File: src/pbhh_pkg.sv
package pbhh_pkg;
   // bus hold states
   typedef enum logic [2:0] {
      PBHH_IDLE,
      PBHH_STROBE_HIGH,
      PBHH_FLOAT,
      PBHH_HOLD,
      PBHH_RELEASE
   } pbhh_state_t;

   // cpu side bus request
   typedef struct packed {
      logic valid;
      logic write;
      logic [23:0] addr;
      logic [31:0] wdata;
   } pbhh_req_t;

   // pad enables toward the bus pins
   typedef struct packed {
      logic strobe_oe;
      logic rnw_oe;
      logic addr_oe;
      logic data_oe;
   } pbhh_pad_oe_t;

   localparam int PBHH_ADDR_W = 24;
   localparam int PBHH_DATA_W = 32;
   localparam int PBHH_WAIT_W = 3;
   localparam int PBHH_GRANT_MIN_CYC = 2;
   localparam int PBHH_REQ_MIN_CYC = 3;
   localparam logic [1:0] PBHH_GRANT_CNT_RST = 2'h0;
   localparam logic [2:0] PBHH_WAIT_CNT_RST = 3'h0;
endpackage

File: src/pbhh_hold.sv
`timescale 1ns/1ps
`default_nettype none

// Summary of operation
// release request sampled synchronously, late means cycle later
// inhibit bit ends hold, refuses new holds
// no bus access during hold; stall on need
// one write may pend; second write stalls
// request captured one cycle before cycle end
// requester holds request until grant seen
// requester keeps request low three cycles
// grant low at least two cycles, clocked
// strobe driven high first, then floated
// rnw, address and data floated when granting
// outputs re-enabled before bus use resumes
// grant ends one cycle after request rises; code raises grant two clocks after the sampled request falls
module pbhh_hold (
   input wire logic clk,
   input wire logic reset,
   input wire logic bus_release_request_n,
   input wire logic release_inhibit,
   input wire logic [pbhh_pkg::PBHH_WAIT_W-1:0] wait_state_count,
   input wire pbhh_pkg::pbhh_req_t cpu_req,
   output logic cpu_stall,
   output logic bus_release_grant_n,
   output logic bus_strobe_n,
   output logic bus_rnw,
   output logic [pbhh_pkg::PBHH_ADDR_W-1:0] bus_addr,
   output logic [pbhh_pkg::PBHH_DATA_W-1:0] bus_wdata,
   output pbhh_pkg::pbhh_pad_oe_t pad_oe,
   output logic write_pending
);
   pbhh_pkg::pbhh_state_t state_reg;
   logic req_reg;
   logic [1:0] grant_cnt_reg;
   logic [pbhh_pkg::PBHH_WAIT_W-1:0] wait_cnt_reg;
   logic busy_reg;
   pbhh_pkg::pbhh_req_t pend_reg;
   logic grant_reg;
   logic last_cycle;
   logic in_hold;
   logic take_req;

   // request sampled once; the request pin is treated as synchronous
   always_ff @(posedge clk) begin
      if (reset) begin
         req_reg <= 1'b0;
      end else begin
         req_reg <= ~bus_release_request_n & ~release_inhibit;
      end
   end

   // bus cycle timing: each access lasts wait_state_count + 1 cycles
   assign last_cycle = busy_reg && (wait_cnt_reg == wait_state_count);
   assign in_hold = (state_reg != pbhh_pkg::PBHH_IDLE);
   // hold taken at a cycle boundary: during last cycle or when bus idle
   assign take_req = req_reg && (!busy_reg || last_cycle);

   always_ff @(posedge clk) begin
      if (reset) begin
         busy_reg <= 1'b0;
         wait_cnt_reg <= pbhh_pkg::PBHH_WAIT_CNT_RST;
         bus_rnw <= 1'b1;
         bus_addr <= '0;
         bus_wdata <= '0;
         bus_strobe_n <= 1'b1;
      end else if (busy_reg && !last_cycle) begin
         wait_cnt_reg <= wait_cnt_reg + 3'h1;
      end else if (!in_hold && !take_req && pend_reg.valid) begin
         // held write goes out first once the bus is back
         busy_reg <= 1'b1;
         wait_cnt_reg <= pbhh_pkg::PBHH_WAIT_CNT_RST;
         bus_rnw <= 1'b0;
         bus_addr <= pend_reg.addr;
         bus_wdata <= pend_reg.wdata;
         bus_strobe_n <= 1'b0;
      end else if (!in_hold && !take_req && cpu_req.valid) begin
         busy_reg <= 1'b1;
         wait_cnt_reg <= pbhh_pkg::PBHH_WAIT_CNT_RST;
         bus_rnw <= ~cpu_req.write;
         bus_addr <= cpu_req.addr;
         bus_wdata <= cpu_req.wdata;
         bus_strobe_n <= 1'b0;
      end else begin
         busy_reg <= 1'b0;
         bus_strobe_n <= 1'b1;
      end
   end

   // one write parked while the bus is held
   always_ff @(posedge clk) begin
      if (reset) begin
         pend_reg <= '0;
      end else if (!in_hold && !take_req && !(busy_reg && !last_cycle)) begin
         pend_reg.valid <= 1'b0;
      end else if (in_hold && cpu_req.valid && cpu_req.write && !pend_reg.valid) begin
         pend_reg <= cpu_req;
      end
   end

   // hold sequence: strobe high, float, hold, re-enable
   always_ff @(posedge clk) begin
      if (reset) begin
         state_reg <= pbhh_pkg::PBHH_IDLE;
      end else begin
         case (state_reg)
            pbhh_pkg::PBHH_IDLE: begin
               if (take_req) begin
                  state_reg <= pbhh_pkg::PBHH_STROBE_HIGH;
               end
            end
            pbhh_pkg::PBHH_STROBE_HIGH: begin
               state_reg <= pbhh_pkg::PBHH_FLOAT;
            end
            pbhh_pkg::PBHH_FLOAT: begin
               state_reg <= pbhh_pkg::PBHH_HOLD;
            end
            pbhh_pkg::PBHH_HOLD: begin
               // minimum grant width kept even if inhibit arrives
               if ((!req_reg || release_inhibit) && grant_cnt_reg == 2'h0) begin
                  state_reg <= pbhh_pkg::PBHH_RELEASE;
               end
            end
            pbhh_pkg::PBHH_RELEASE: begin
               state_reg <= pbhh_pkg::PBHH_IDLE;
            end
            default: begin
               state_reg <= pbhh_pkg::PBHH_IDLE;
            end
         endcase
      end
   end

   // grant register, counts its own minimum low time
   always_ff @(posedge clk) begin
      if (reset) begin
         grant_reg <= 1'b0;
         grant_cnt_reg <= pbhh_pkg::PBHH_GRANT_CNT_RST;
      end else if (state_reg == pbhh_pkg::PBHH_FLOAT) begin
         grant_reg <= 1'b1;
         grant_cnt_reg <= 2'(pbhh_pkg::PBHH_GRANT_MIN_CYC - 1);
      end else if (state_reg == pbhh_pkg::PBHH_RELEASE) begin
         grant_reg <= 1'b0;
      end else if (grant_cnt_reg != 2'h0) begin
         grant_cnt_reg <= grant_cnt_reg - 2'h1;
      end
   end

   assign bus_release_grant_n = ~grant_reg;

   // pads float from the float state through the release state
   always_comb begin
      pad_oe.strobe_oe = (state_reg == pbhh_pkg::PBHH_IDLE)
         || (state_reg == pbhh_pkg::PBHH_STROBE_HIGH);
      pad_oe.rnw_oe = pad_oe.strobe_oe;
      pad_oe.addr_oe = pad_oe.strobe_oe;
      pad_oe.data_oe = pad_oe.strobe_oe && busy_reg && !bus_rnw;
   end

   // stall on any access in hold except the first parked write
   assign cpu_stall = cpu_req.valid && (in_hold || take_req
      || (busy_reg && !last_cycle) || pend_reg.valid)
      && !(in_hold && cpu_req.write && !pend_reg.valid);
   assign write_pending = pend_reg.valid;

   property p_grant_min;
      @(posedge clk) disable iff (reset)
         $fell(bus_release_grant_n) |=> !bus_release_grant_n;
   endproperty
   a_grant_min: assert property (p_grant_min) else $error("grant too short");

   property p_strobe_high_first;
      @(posedge clk) disable iff (reset)
         $fell(pad_oe.strobe_oe) |-> $past(bus_strobe_n);
   endproperty
   a_strobe_high_first: assert property (p_strobe_high_first)
      else $error("strobe floated while low");

   property p_float_in_grant;
      @(posedge clk) disable iff (reset)
         !bus_release_grant_n |-> !pad_oe.addr_oe && !pad_oe.rnw_oe && !pad_oe.data_oe;
   endproperty
   a_float_in_grant: assert property (p_float_in_grant)
      else $error("bus driven during grant");

   property p_inhibit;
      @(posedge clk) disable iff (reset)
         release_inhibit && state_reg == pbhh_pkg::PBHH_IDLE |=>
            state_reg == pbhh_pkg::PBHH_IDLE;
   endproperty
   a_inhibit: assert property (p_inhibit) else $error("hold entered while inhibited");

   property p_grant_release;
      @(posedge clk) disable iff (reset)
         !bus_release_grant_n && req_reg ##1 !req_reg && !release_inhibit
            |-> ##[1:3] bus_release_grant_n;
   endproperty
   a_grant_release: assert property (p_grant_release)
      else $error("grant kept too long");

   property p_reenable;
      @(posedge clk) disable iff (reset)
         $rose(bus_release_grant_n) |=> pad_oe.addr_oe && pad_oe.strobe_oe;
   endproperty
   a_reenable: assert property (p_reenable) else $error("pads not re-enabled");

   property p_grant_response;
      @(posedge clk) disable iff (reset)
         take_req && state_reg == pbhh_pkg::PBHH_IDLE |-> ##3 !bus_release_grant_n;
   endproperty
   a_grant_response: assert property (p_grant_response) else $error("grant late");

   property p_one_pending;
      @(posedge clk) disable iff (reset)
         pend_reg.valid && in_hold && cpu_req.valid && cpu_req.write |-> cpu_stall;
   endproperty
   a_one_pending: assert property (p_one_pending) else $error("second write not stalled");

endmodule // pbhh_hold

`default_nettype wire

File: config.mk
export PLATFORM = sky130hd
export DESIGN_NAME = pbhh_hold
export DESIGN_NICKNAME = d
export VERILOG_FILES = /design/src/pbhh_pkg.sv /design/src/pbhh_hold.sv
export SDC_FILE = /design/constraint.sdc
export NUM_CORES = 1
export LEC_CHECK = 0
export BUFFER_PORTS_ARGS = -buffer_cell sky130_fd_sc_hd__buf_2
export CAP_MARGIN = 20
export CORE_MARGIN = 3
export CORE_UTILIZATION = 40
export CTS_CLUSTER_DIAMETER = 150
export DETAILED_ROUTE_END_ITERATION = 8
export GPL_TIMING_DRIVEN = 0
export PLACE_DENSITY = 0.6
export SLEW_MARGIN = 20
export SYNTH_ARGS = -nofsm -noshare
export SYNTH_HDL_FRONTEND = slang
export SYNTH_SLANG_ARGS = --single-unit
File: constraint.sdc
create_clock -name clk -period 4.6 [get_ports clk]
set_input_delay 0.23 -clock clk [delete_from_list [all_inputs] [get_ports clk]]
set_output_delay 0.23 -clock clk [all_outputs]
set_load 0.05 [all_outputs]
; Word-level counts from Yosys, hierarchy flattened
; Cells that the tools add are included.
[word_totals]
output_inout_bits = 65
in_bits = 65
elab_cells = 100
regBits = 126
[op_classes]
bitwise_logic = 8
n_mux = 21
add_sub_neg = 2
reduce_logical = 47
n_eq_ne = 8
[op_table]
columns = cell, n
row1 = 32-bit 2-to-1 mux, 2
row2 = 24-bit 2-to-1 mux, 2
row3 = 1-bit logical AND, 17
row4 = 3-bit 2-to-1 mux, 5
row5 = 3-bit one-hot mux with 4 select lines, 1
row6 = 1-bit 2-to-1 mux, 11
row7 = 2-bit AND reduction, 5
row8 = 1-bit zero test, 9
row9 = 2-bit nonzero test, 4
row10 = 1-bit inverter, 7
row11 = "3-bit by 2-bit equality test with 1-bit output, second input constant", 2
row12 = 1-bit logical OR, 6
row13 = "2-bit inequality test, second input constant", 3
row14 = 3-bit nonzero test, 2
row15 = 2-bit OR reduction, 2
row16 = "3-bit by 1-bit adder with 3-bit output, second input constant", 1
row17 = "3-bit by 1-bit equality test with 1-bit output, second input constant", 1
row18 = 3-bit equality test, 1
row19 = "3-bit equality test, second input constant", 1
row20 = 3-bit zero test, 1
row21 = 2-bit zero test, 1
row22 = "2-bit by 1-bit subtractor with 2-bit output, second input constant", 1
row23 = 1-bit AND, 1

; Logic depth before layout (Yosys ltp)
; Gate-level depths: netlist of run 1.
[depth]
word_depth = 10
ltp_mapped = 8
ltp_nobuf = 6

; Worst setup path after synthesis of run 1
; No wires, ideal clock.
[synth_path]
path_type = register to output
start = register bus_rnw
end = output port pad_oe[0] (netlist bit)
arrival_ns = 2.192
required_ns = 4.370
slack_ns = 2.178
stages_incl_launch_ff = 2
path_buffers = 0
path_cell_list = dfxtp_1 > nor4b_1
[synth_lines]
columns = element, line
row1 = start: declaration, pbhh_hold.sv:27  ; output logic bus_rnw,
row2 = start signal: assignment, pbhh_hold.sv:80  ; bus_rnw <= ~cpu_req.write;
row3 = end: declaration, pbhh_hold.sv:30  ; output pbhh_pkg::pbhh_pad_oe_t pad_oe,

; Worst setup path in the final report of run 1
[layout_path]
start = register wait_cnt_reg[1] (netlist bit)
end = output port cpu_stall
[layout_via]
elab_chain_len = 9
word_cells_on_any_way = 11
cone_classes = 1 x eq/ne / 10 x reduce/logical
[layout_rtl]
columns = element, line
row1 = start: declaration, pbhh_hold.sv:36  ; logic [pbhh_pkg::PBHH_WAIT_W-1:0] wait_cnt_reg;
row2 = start signal: assignment, pbhh_hold.sv:62  ; wait_cnt_reg <= pbhh_pkg::PBHH_WAIT_CNT_RST;
row3 = start signal: assignment, pbhh_hold.sv:68  ; wait_cnt_reg <= wait_cnt_reg + 3'h1;
row4 = start signal: assignment, pbhh_hold.sv:72  ; wait_cnt_reg <= pbhh_pkg::PBHH_WAIT_CNT_RST;
row5 = 3-bit equality test *, pbhh_hold.sv:54  ; assign last_cycle = busy_reg && (wait_cnt_reg == wait_state_count);
row6 = 1-bit logical AND *, pbhh_hold.sv:54
row7 = 1-bit logical OR, pbhh_hold.sv:57  ; assign take_req = req_reg && (!busy_reg || last_cycle);
row8 = 1-bit logical AND, pbhh_hold.sv:57
row9 = 1-bit logical OR, pbhh_hold.sv:161  ; assign cpu_stall = cpu_req.valid && (in_hold || take_req
row10 = 1-bit logical OR * (2 in series), pbhh_hold.sv:162  ; || (busy_reg && !last_cycle) || pend_reg.valid)
row11 = 1-bit logical AND *, pbhh_hold.sv:161
row12 = 1-bit logical AND *, pbhh_hold.sv:163  ; && !(in_hold && cpu_req.write && !pend_reg.valid);
row13 = end: declaration, pbhh_hold.sv:24  ; output logic cpu_stall,
; Every way passes the cells marked *; elsewhere a longest branch is shown, timed or not.

==> flow_results.xml, run 1 <==
<?xml version="1.0" encoding="UTF-8"?>
<metrics>
  <group name="critical_path">
    <metric name="r2r-end" unit="">bus_addr[16]</metric>
    <metric name="worst-path-stages" unit="">6</metric>
    <metric name="required" unit="ns">4.37</metric>
    <metric name="cp_num_buf_inv" unit="">2</metric>
    <metric name="r2r-start" unit="">state_reg[1]</metric>
    <metric name="path_max_fanout" unit="">10</metric>
    <metric name="crit_chain" unit="">xor2_1 &gt; o31ai_1 &gt; clkbuf_1 &gt; a22oi_1 &gt; o21a_1 &gt; buf_2</metric>
    <metric name="worst_path_dominant_cell_family" unit="">buffers and inverters</metric>
    <metric name="depth_of_the_worst_register_to_register_path" unit="">6</metric>
    <metric name="regToRegSetupSlack" unit="ns">2.17</metric>
    <metric name="cp-end-kind" unit="">primary output</metric>
    <metric name="crit_path_max_cell_delay" unit="ns">0.56</metric>
    <metric name="cp_slowest_cell" unit="">sky130_fd_sc_hd__clkbuf_1</metric>
    <metric name="arrival_time_at_the_worst_endpoint" unit="ns">2.46</metric>
    <metric name="worstSetupStartpointType" unit="">flop</metric>
    <metric name="timing.setup.critical_path_class" unit="">flop to primary output</metric>
  </group>
  <group name="die">
    <metric name="pin_count" unit="">130</metric>
    <metric name="rows" unit="">42</metric>
    <metric name="die_w" unit="um">124</metric>
    <metric name="core_region_area" unit="mm2">0.0134</metric>
    <metric name="fp.dieArea" unit="mm2">0.0153</metric>
    <metric name="die_h" unit="um">124</metric>
    <metric name="initial_utilization" unit="%">41.3</metric>
  </group>
  <group name="final_layout">
    <metric name="fillers" unit="">1310</metric>
    <metric name="flow.area_growth_from_synthesis" unit="%">26.6</metric>
    <metric name="num_antenna_cells" unit="">0</metric>
    <metric name="drive_gt1_share" unit="%">21.3</metric>
    <metric name="finish.instance_area" unit="mm2">0.00702</metric>
    <metric name="largest_register_ffs" unit="">56</metric>
    <metric name="regArea" unit="mm2">0.00252</metric>
    <metric name="multi_input_gate_area" unit="mm2">0.00261</metric>
    <metric name="number_of_nets_in_the_layout" unit="">890</metric>
  </group>
  <group name="synth">
    <metric name="netlist_instances" unit="">674</metric>
    <metric name="synth_enable_flop_cells" unit="">0</metric>
    <metric name="synth.yosys.warnings" unit="">0</metric>
    <metric name="synth.yosys.seq_area_share" unit="%">45.5</metric>
    <metric name="synth-async-reset-ratio" unit="%">0</metric>
    <metric name="postSynth.topFlopCell" unit="">sky130_fd_sc_hd__dfxtp_1</metric>
    <metric name="post_synth.cell_area_avg" unit="um2">8.22</metric>
    <metric name="synth.cell_area" unit="mm2">0.00554</metric>
    <metric name="synth.net_count" unit="">741</metric>
    <metric name="synth_cell_types" unit="">40</metric>
    <metric name="synth-seq-cells" unit="">126</metric>
  </group>
  <group name="sta">
    <metric name="rsz0062_at_grt" unit="">no</metric>
    <metric name="crit_path_time_final" unit="ns">2.69</metric>
    <metric name="clock.fmax" unit="GHz">0.372</metric>
    <metric name="final-hold-violation-count" unit="">0</metric>
    <metric name="totalNegativeSetupSlack" unit="ns">0</metric>
    <metric name="report.final.slew_viol_count" unit="">0</metric>
    <metric name="max_slew_margin" unit="%">55.2</metric>
    <metric name="worst_margin_pin_slew" unit="ns">0.672</metric>
    <metric name="finalClockSkew" unit="ns">0.00872</metric>
    <metric name="finalSetupViolCount" unit="">0</metric>
    <metric name="final.period_utilization" unit="%">58.4</metric>
  </group>
  <group name="worst_hold_path">
    <metric name="hold_path_class" unit="">primary input to flop</metric>
    <metric name="hold_path.startpoint" unit="">cpu_req[46]</metric>
    <metric name="worst_hold_path.endpoint" unit="">pend_reg[46]</metric>
    <metric name="timing.hold.worst_path_depth" unit="">3</metric>
  </group>
  <group name="pwr">
    <metric name="leakage" unit="nW">2.58</metric>
    <metric name="ir_worst_vdd" unit="uV">207</metric>
    <metric name="power.density" unit="mW/mm2">504</metric>
  </group>
  <group name="clock_tree">
    <metric name="h-tree-depth" unit="">4</metric>
    <metric name="number_of_clock_buffers_inserted_by_tritoncts" unit="">17</metric>
    <metric name="ctsLongestPathBuffers" unit="">2</metric>
    <metric name="clk_latency" unit="ns">0.42</metric>
    <metric name="tritoncts_clock_tree" unit="">yes</metric>
    <metric name="clk_transition_reported_paths" unit="ns">0.06</metric>
    <metric name="post_cts.resized_instances" unit="">0</metric>
    <metric name="post_cts_buffers" unit="">0</metric>
    <metric name="cts-root-buf" unit="">sky130_fd_sc_hd__clkbuf_16</metric>
    <metric name="cts_hold_buf" unit="">2</metric>
    <metric name="clock_sink_count" unit="">126</metric>
  </group>
  <group name="place">
    <metric name="detailed_place.area" unit="mm2">0.00640</metric>
    <metric name="place.gp.congestion" unit="">0.803</metric>
    <metric name="io_buffers" unit="">128</metric>
    <metric name="dp.final_hpwl" unit="mm">12.4</metric>
  </group>
  <group name="route">
    <metric name="drt-pass1-iter-count" unit="">6</metric>
    <metric name="drtIter0Drc" unit="">557</metric>
    <metric name="avgRoutedWirePerCell" unit="um">17.4</metric>
    <metric name="finalWirelength" unit="mm">17.6</metric>
    <metric name="final_antenna_net_count" unit="">0</metric>
    <metric name="drt-vias-per-instance" unit="">5.66</metric>
    <metric name="drcViolationCount" unit="">0</metric>
    <metric name="vias" unit="">5715</metric>
  </group>
  <group name="global_routing">
    <metric name="number_of_global_route_vias_before_repair" unit="">5516</metric>
    <metric name="grt_pass1_wl" unit="mm">27.9</metric>
    <metric name="grt_antenna_before_repair" unit="">0</metric>
    <metric name="gr-total-overflow" unit="">0</metric>
    <metric name="gr-usage-all-layers" unit="%">23.3</metric>
    <metric name="grt_start_max_net_pins" unit="">17</metric>
  </group>
  <group name="flow_run">
    <metric name="max_cap_viol_count" unit="">0</metric>
  </group>
  <group name="run_status">
    <metric name="outcome" unit="">finished clean</metric>
  </group>
</metrics>
[worst reg2reg max path, delay by kind of cell, from the launching register on]
| kind | cells | cell delay, ns |
|---|---|---|
| compound gates | 2 | 0.48 |
| buf+inv | 3 | 1.12 |
| flops | 1 | 0.29 |
| simple gates | 1 | 0.46 |
[cells by family after synthesis]
group / after synthesis / share of synthesized area [%]
buffers and inverters: 89 / 7.41
AOI/OAI and AO/OA: 306 / 34.8
xor gates and xnor gates: 4 / 0.632
adders and majority gates: 2 / 0.452
DFF: 126 / 45.5
and+or+nand+nor: 147 / 11.2
[synth_stat cells, drive strengths merged, types with 3 or more instances]
library cell / instances / area, um2
a211oi: 58 / 435
a21oi: 122 / 611
a311oi: 56 / 490
buf: 23 / 163
clkbuf: 60 / 225
dfxtp: 126 / 2520
inv: 6 / 22.5
nand2: 114 / 428
nand2b: 3 / 18.8
nor2: 12 / 45.0
nor3: 5 / 30.0
o21ai: 59 / 295
or3: 3 / 18.8
xor2: 3 / 26.3
[per-stage QoR]
stage                     instances  hold slack [ns]  power [mW]  setup WS (ns)  util (%)
after floorplan                 674            0.301        1.94           2.18         -
after global placement          978            0.391        2.16           2.24      47.8
after detailed placement        978            0.391        2.18           2.21      47.8
after CTS                      1010           0.0446        3.55           1.89      52.4
after global routing           1010           0.0500        3.69           1.78      52.4
final                          1010           0.0544        3.54           1.91      52.4
[layer usage]
layer,part of all wire [%],global-route usage (%)
met1,45,30.1
met2,46,37.9
met3,7.4,5.59
met4,1.8,8.37
met5,0,0
[area by class of cell]
cell class | instances | area share (%)
sequential | 126 | 36.0
timing repair buffer | 130 | 9.42
buffer | 83 | 5.53
clock inverter | 8 | 2.00
tap | 176 | 3.14
clock buffer | 22 | 6.47
multi-input combinational | 459 | 37.2
inverter | 6 | 0.321
[cells in the final DEF, fill, tap and decap left out, types with 2 or more instances in the layout]
cell                            synthesis  final
sky130_fd_sc_hd__a21oi_1              122    122
sky130_fd_sc_hd__inv_1                  5      5
sky130_fd_sc_hd__nor2_1                12     12
sky130_fd_sc_hd__nand2b_1               3      3
sky130_fd_sc_hd__nand3b_1               2      2
sky130_fd_sc_hd__or3_1                  3      3
sky130_fd_sc_hd__bufinv_16              0      4
sky130_fd_sc_hd__o21bai_1               2      2
sky130_fd_sc_hd__nor3_1                 4      4
sky130_fd_sc_hd__buf_4                  3      3
sky130_fd_sc_hd__o21ai_0               58     58
sky130_fd_sc_hd__dfxtp_1              126    126
sky130_fd_sc_hd__a211oi_1              58     58
sky130_fd_sc_hd__clkbuf_16              0     17
sky130_fd_sc_hd__ha_1                   2      2
sky130_fd_sc_hd__buf_1                  3      3
sky130_fd_sc_hd__buf_6                  7      7
sky130_fd_sc_hd__xor2_1                 3      3
sky130_fd_sc_hd__nand2_1              114    114
sky130_fd_sc_hd__clkbuf_1              60     64
sky130_fd_sc_hd__buf_2                 10    138
sky130_fd_sc_hd__dlygate4sd3_1          0      2
sky130_fd_sc_hd__clkinv_2               0      4
sky130_fd_sc_hd__nand3_1                2      2
sky130_fd_sc_hd__a311oi_1              56     56
[worst max path at each step]
stage | startpoint | to | slack, ns
finish | wait_cnt_reg[1] | cpu_stall | 1.91
global route | wait_cnt_reg[1] | cpu_stall | 1.78
CTS | wait_cnt_reg[1] | cpu_stall | 1.89
detailed placement | req_reg | bus_addr[15] | 2.21
global placement | state_reg[1] | bus_addr[18] | 2.24
floorplan | bus_rnw | pad_oe[0] | 2.18
[report_power, final]
part | internal [mW] | switching, mW | total, mW
registers | 1.20 | 0.0559 | 1.25
logic | 0.271 | 0.636 | 0.907
clock network | 0.910 | 0.469 | 1.38
No activity file was read; power rests on OpenSTA's default activity.
==> run 2, diff against run 1 <==
ABC_AREA = 1   (was not set)
PLACE_DENSITY = 0.62   (was 0.6)
clock period = 2.2 ns   (was 4.6 ns; I/O delays follow)
==> flow_results.xml, run 2 <==
<?xml version="1.0" encoding="UTF-8"?>
<metrics>
  <group name="global_routing">
    <metric name="gr-total-overflow" unit="">0</metric>
    <metric name="grt_pass1_wl" unit="mm">27.7</metric>
    <metric name="grt_antenna_before_repair" unit="">0</metric>
    <metric name="grt_start_max_net_pins" unit="">17</metric>
    <metric name="gr-usage-all-layers" unit="%">21.4</metric>
    <metric name="number_of_global_route_vias_before_repair" unit="">5690</metric>
  </group>
  <group name="pwr">
    <metric name="ir_worst_vdd" unit="uV">762</metric>
    <metric name="share_comb_of_total_power" unit="%">31.5</metric>
    <metric name="internal-power" unit="mW">5.47</metric>
    <metric name="power.density" unit="mW/mm2">1100</metric>
    <metric name="netSwitchingFraction" unit="%">36.8</metric>
    <metric name="power.switching" unit="mW">3.19</metric>
    <metric name="sequential_power_share" unit="%">32.7</metric>
    <metric name="power_frac_clock" unit="%">35.8</metric>
    <metric name="leakage" unit="nW">3.78</metric>
  </group>
  <group name="route">
    <metric name="avgRoutedWirePerCell" unit="um">13.6</metric>
    <metric name="drt-vias-per-instance" unit="">4.77</metric>
    <metric name="finalWirelength" unit="mm">16.8</metric>
    <metric name="drt-pass1-iter-count" unit="">5</metric>
    <metric name="final_antenna_net_count" unit="">0</metric>
    <metric name="vias" unit="">5875</metric>
    <metric name="drcViolationCount" unit="">0</metric>
    <metric name="drtIter0Drc" unit="">339</metric>
  </group>
  <group name="synth">
    <metric name="synth.net_count" unit="">902</metric>
    <metric name="synth.top_cell.area_share" unit="%">43.6</metric>
    <metric name="postSynth.topFlopCell" unit="">sky130_fd_sc_hd__dfxtp_1</metric>
    <metric name="synth.cell_area" unit="mm2">0.00579</metric>
    <metric name="synth-async-reset-ratio" unit="%">0</metric>
    <metric name="yosysTopAreaCell" unit="">sky130_fd_sc_hd__dfxtp_1</metric>
    <metric name="synth.yosys.seq_area_share" unit="%">43.6</metric>
    <metric name="synth_cell_types" unit="">28</metric>
    <metric name="ys_top_cells_by_count" unit="">sky130_fd_sc_hd__inv_1 (186), sky130_fd_sc_hd__nand2_1 (133), sky130_fd_sc_hd__dfxtp_1 (126)</metric>
    <metric name="post_synth.cell_area_avg" unit="um2">6.93</metric>
    <metric name="synth.top_cells.by_area" unit="">sky130_fd_sc_hd__dfxtp_1 (44%), sky130_fd_sc_hd__inv_1 (12%), sky130_fd_sc_hd__a21oi_1 (10%), sky130_fd_sc_hd__nand2_1 (8.6%), sky130_fd_sc_hd__nand4_1 (6.2%)</metric>
    <metric name="synth-seq-cells" unit="">126</metric>
    <metric name="synth_enable_flop_cells" unit="">0</metric>
    <metric name="netlist_instances" unit="">835</metric>
    <metric name="yosys.cell_count.top_type" unit="">sky130_fd_sc_hd__inv_1</metric>
    <metric name="synth.yosys.warnings" unit="">0</metric>
  </group>
  <group name="final_layout">
    <metric name="largest_register_ffs" unit="">56</metric>
    <metric name="num_antenna_cells" unit="">0</metric>
    <metric name="drive_gt1_share" unit="%">19.3</metric>
    <metric name="most_frequent_standard_cell_in_the_layout_excluding_fill_and_tap_cells" unit="">sky130_fd_sc_hd__inv_1</metric>
    <metric name="postLayoutCoreUtil" unit="%">56.1</metric>
    <metric name="flow.area_growth_from_synthesis" unit="%">36.1</metric>
    <metric name="number_of_nets_in_the_layout" unit="">1105</metric>
    <metric name="final_cell_mix" unit="">sky130_fd_sc_hd__inv_1 (186), sky130_fd_sc_hd__buf_2 (141), sky130_fd_sc_hd__nand2_1 (133)</metric>
  </group>
  <group name="clock_tree">
    <metric name="number_of_clock_buffers_inserted_by_tritoncts" unit="">17</metric>
    <metric name="cts-root-buf" unit="">sky130_fd_sc_hd__clkbuf_16</metric>
    <metric name="clk_transition_reported_paths" unit="ns">0.06</metric>
    <metric name="tritoncts_clock_tree" unit="">yes</metric>
    <metric name="clk_latency" unit="ns">0.42</metric>
    <metric name="h-tree-depth" unit="">4</metric>
    <metric name="clock_sink_count" unit="">126</metric>
    <metric name="ctsLongestPathBuffers" unit="">2</metric>
  </group>
  <group name="worst_hold_path">
    <metric name="hold_path_class" unit="">primary input to flop</metric>
    <metric name="hold_path.startpoint" unit="">cpu_req[26]</metric>
  </group>
  <group name="die">
    <metric name="initial_utilization" unit="%">41.2</metric>
    <metric name="pin_count" unit="">130</metric>
    <metric name="fp.dieArea" unit="mm2">0.0160</metric>
    <metric name="core_region_area" unit="mm2">0.0140</metric>
    <metric name="die_h" unit="um">126</metric>
    <metric name="rows" unit="">43</metric>
    <metric name="die_w" unit="um">126</metric>
  </group>
  <group name="sta">
    <metric name="final-hold-violation-count" unit="">0</metric>
    <metric name="totalNegativeSetupSlack" unit="ns">0</metric>
    <metric name="clock.fmax" unit="GHz">0.497</metric>
    <metric name="final.period_utilization" unit="%">91.4</metric>
    <metric name="crit_path_time_final" unit="ns">2.01</metric>
    <metric name="worst_margin_pin_slew" unit="ns">0.699</metric>
    <metric name="rsz0062_at_grt" unit="">no</metric>
    <metric name="finalSetupViolCount" unit="">0</metric>
    <metric name="finalClockSkew" unit="ns">0.00773</metric>
    <metric name="max_slew_margin" unit="%">53.4</metric>
    <metric name="report.final.slew_viol_count" unit="">0</metric>
  </group>
  <group name="critical_path">
    <metric name="timing.setup.critical_path_class" unit="">flop to primary output</metric>
    <metric name="path_max_fanout" unit="">10</metric>
    <metric name="cp_slowest_cell" unit="">sky130_fd_sc_hd__dfxtp_1</metric>
    <metric name="required" unit="ns">2.09</metric>
    <metric name="r2r-start" unit="">state_reg[0]</metric>
    <metric name="crit_path_max_cell_delay" unit="ns">0.33</metric>
    <metric name="cp-end-kind" unit="">primary output</metric>
    <metric name="crit_chain" unit="">nor2_1 &gt; inv_2 &gt; nor2_4 &gt; buf_6 &gt; buf_6 &gt; o21ai_0 &gt; a21boi_1 &gt; buf_4</metric>
    <metric name="worstSetupStartpoint" unit="">state_reg[0]</metric>
    <metric name="arrival_time_at_the_worst_endpoint" unit="ns">1.90</metric>
    <metric name="worstSetupStartpointType" unit="">flop</metric>
    <metric name="path_common_cell" unit="">sky130_fd_sc_hd__buf_6</metric>
  </group>
  <group name="flow_run">
    <metric name="max_cap_viol_count" unit="">0</metric>
  </group>
  <group name="place">
    <metric name="dp.final_hpwl" unit="mm">11.2</metric>
    <metric name="place.gp.congestion" unit="">0.810</metric>
    <metric name="io_buffers" unit="">129</metric>
  </group>
  <group name="run_status">
    <metric name="outcome" unit="">finished clean</metric>
  </group>
</metrics>
run 2: layer usage:
layer | up-vias | GRT usage (%) | routed length, um
met5 | - | 0 | 0
met4 | 0 | 8.20 | 261
met2 | 167 | 33.1 | 7630
met1 | 2623 | 29.4 | 8010
met3 | 23 | 4.55 | 887
li1 | 3062 | - | -
run 2: final timing paths:
path                            depth (start not counted)       endpoint  slack (ns)
worst max-delay path                                    8      cpu_stall        0.19
worst min-delay path                                    5  bus_wdata[26]        0.02
worst max register to register                         11   bus_addr[11]        0.26
worst min register to register                          2   pend_reg[10]        0.45
run 2: critical path: cells and delay by family (launching register included):
family	cells	cell delay, ns
buffers and inverters	4	0.61
flip-flops	1	0.33
AO/OA/AOI/OAI	2	0.28
AND/OR/NAND/NOR	2	0.25
run 2: metrics by stage:
step | area, um2 | setup WS [ns] | instances | hold slack [ns] | power (mW)
floorplan | 5790 | 0.204 | 835 | 0.181 | 4.82
global route | 7880 | 0.0141 | 1231 | 0.0415 | 9.13
finish | 7880 | 0.189 | 1231 | 0.0228 | 8.66
CTS | 7870 | 0.0105 | 1231 | 0.00148 | 8.70
detailed placement | 6660 | 0.181 | 1144 | 0.293 | 5.49
global placement | 6660 | 0.203 | 1144 | 0.290 | 5.47
run 2: layout make-up:
cell class	instances	area (um2)
timing repair buffer	184	1200
sequential	126	2520
fill	1364	6160
multi-input combinational	456	2240
clock buffer	18	439
clock inverter	14	215
tap	180	225
buffer	63	325
inverter	190	713
run 2: repair_timing:
action,CTS,global route
pin swaps,1,1
endpoints found under the hold margin,89,0
setup endpoints to repair,1,1
hold buffers,54,0
buffers inserted,1,0
gates resized for setup,1,7
run 2: power groups by stage:
| stage | combinational (mW) | sequential, mW | clock [mW] |
|---|---|---|---|
| 3_5_place_dp | 2.60 | 2.88 | 0 |
| 5_1_grt | 2.98 | 2.88 | 3.27 |
| 4_1_cts | 2.71 | 2.83 | 3.15 |
| 6_report | 2.73 | 2.84 | 3.10 |
| 2_1_floorplan | 1.22 | 3.60 | 0 |
| 3_3_place_gp | 2.60 | 2.87 | 0 |
run 2: kinds of logic (layout without fill, tap and decap cells):
group	count (synthesis)	after routing	synth area share, %
buffers and inverters	253	469	17.7
adder cells (fa/ha/maj)	2	2	0.432
XOR/XNOR	2	2	0.303
AND/OR/NAND/NOR	272	272	22.3
AO/OA/AOI/OAI	180	180	15.7
flip-flops	126	126	43.6
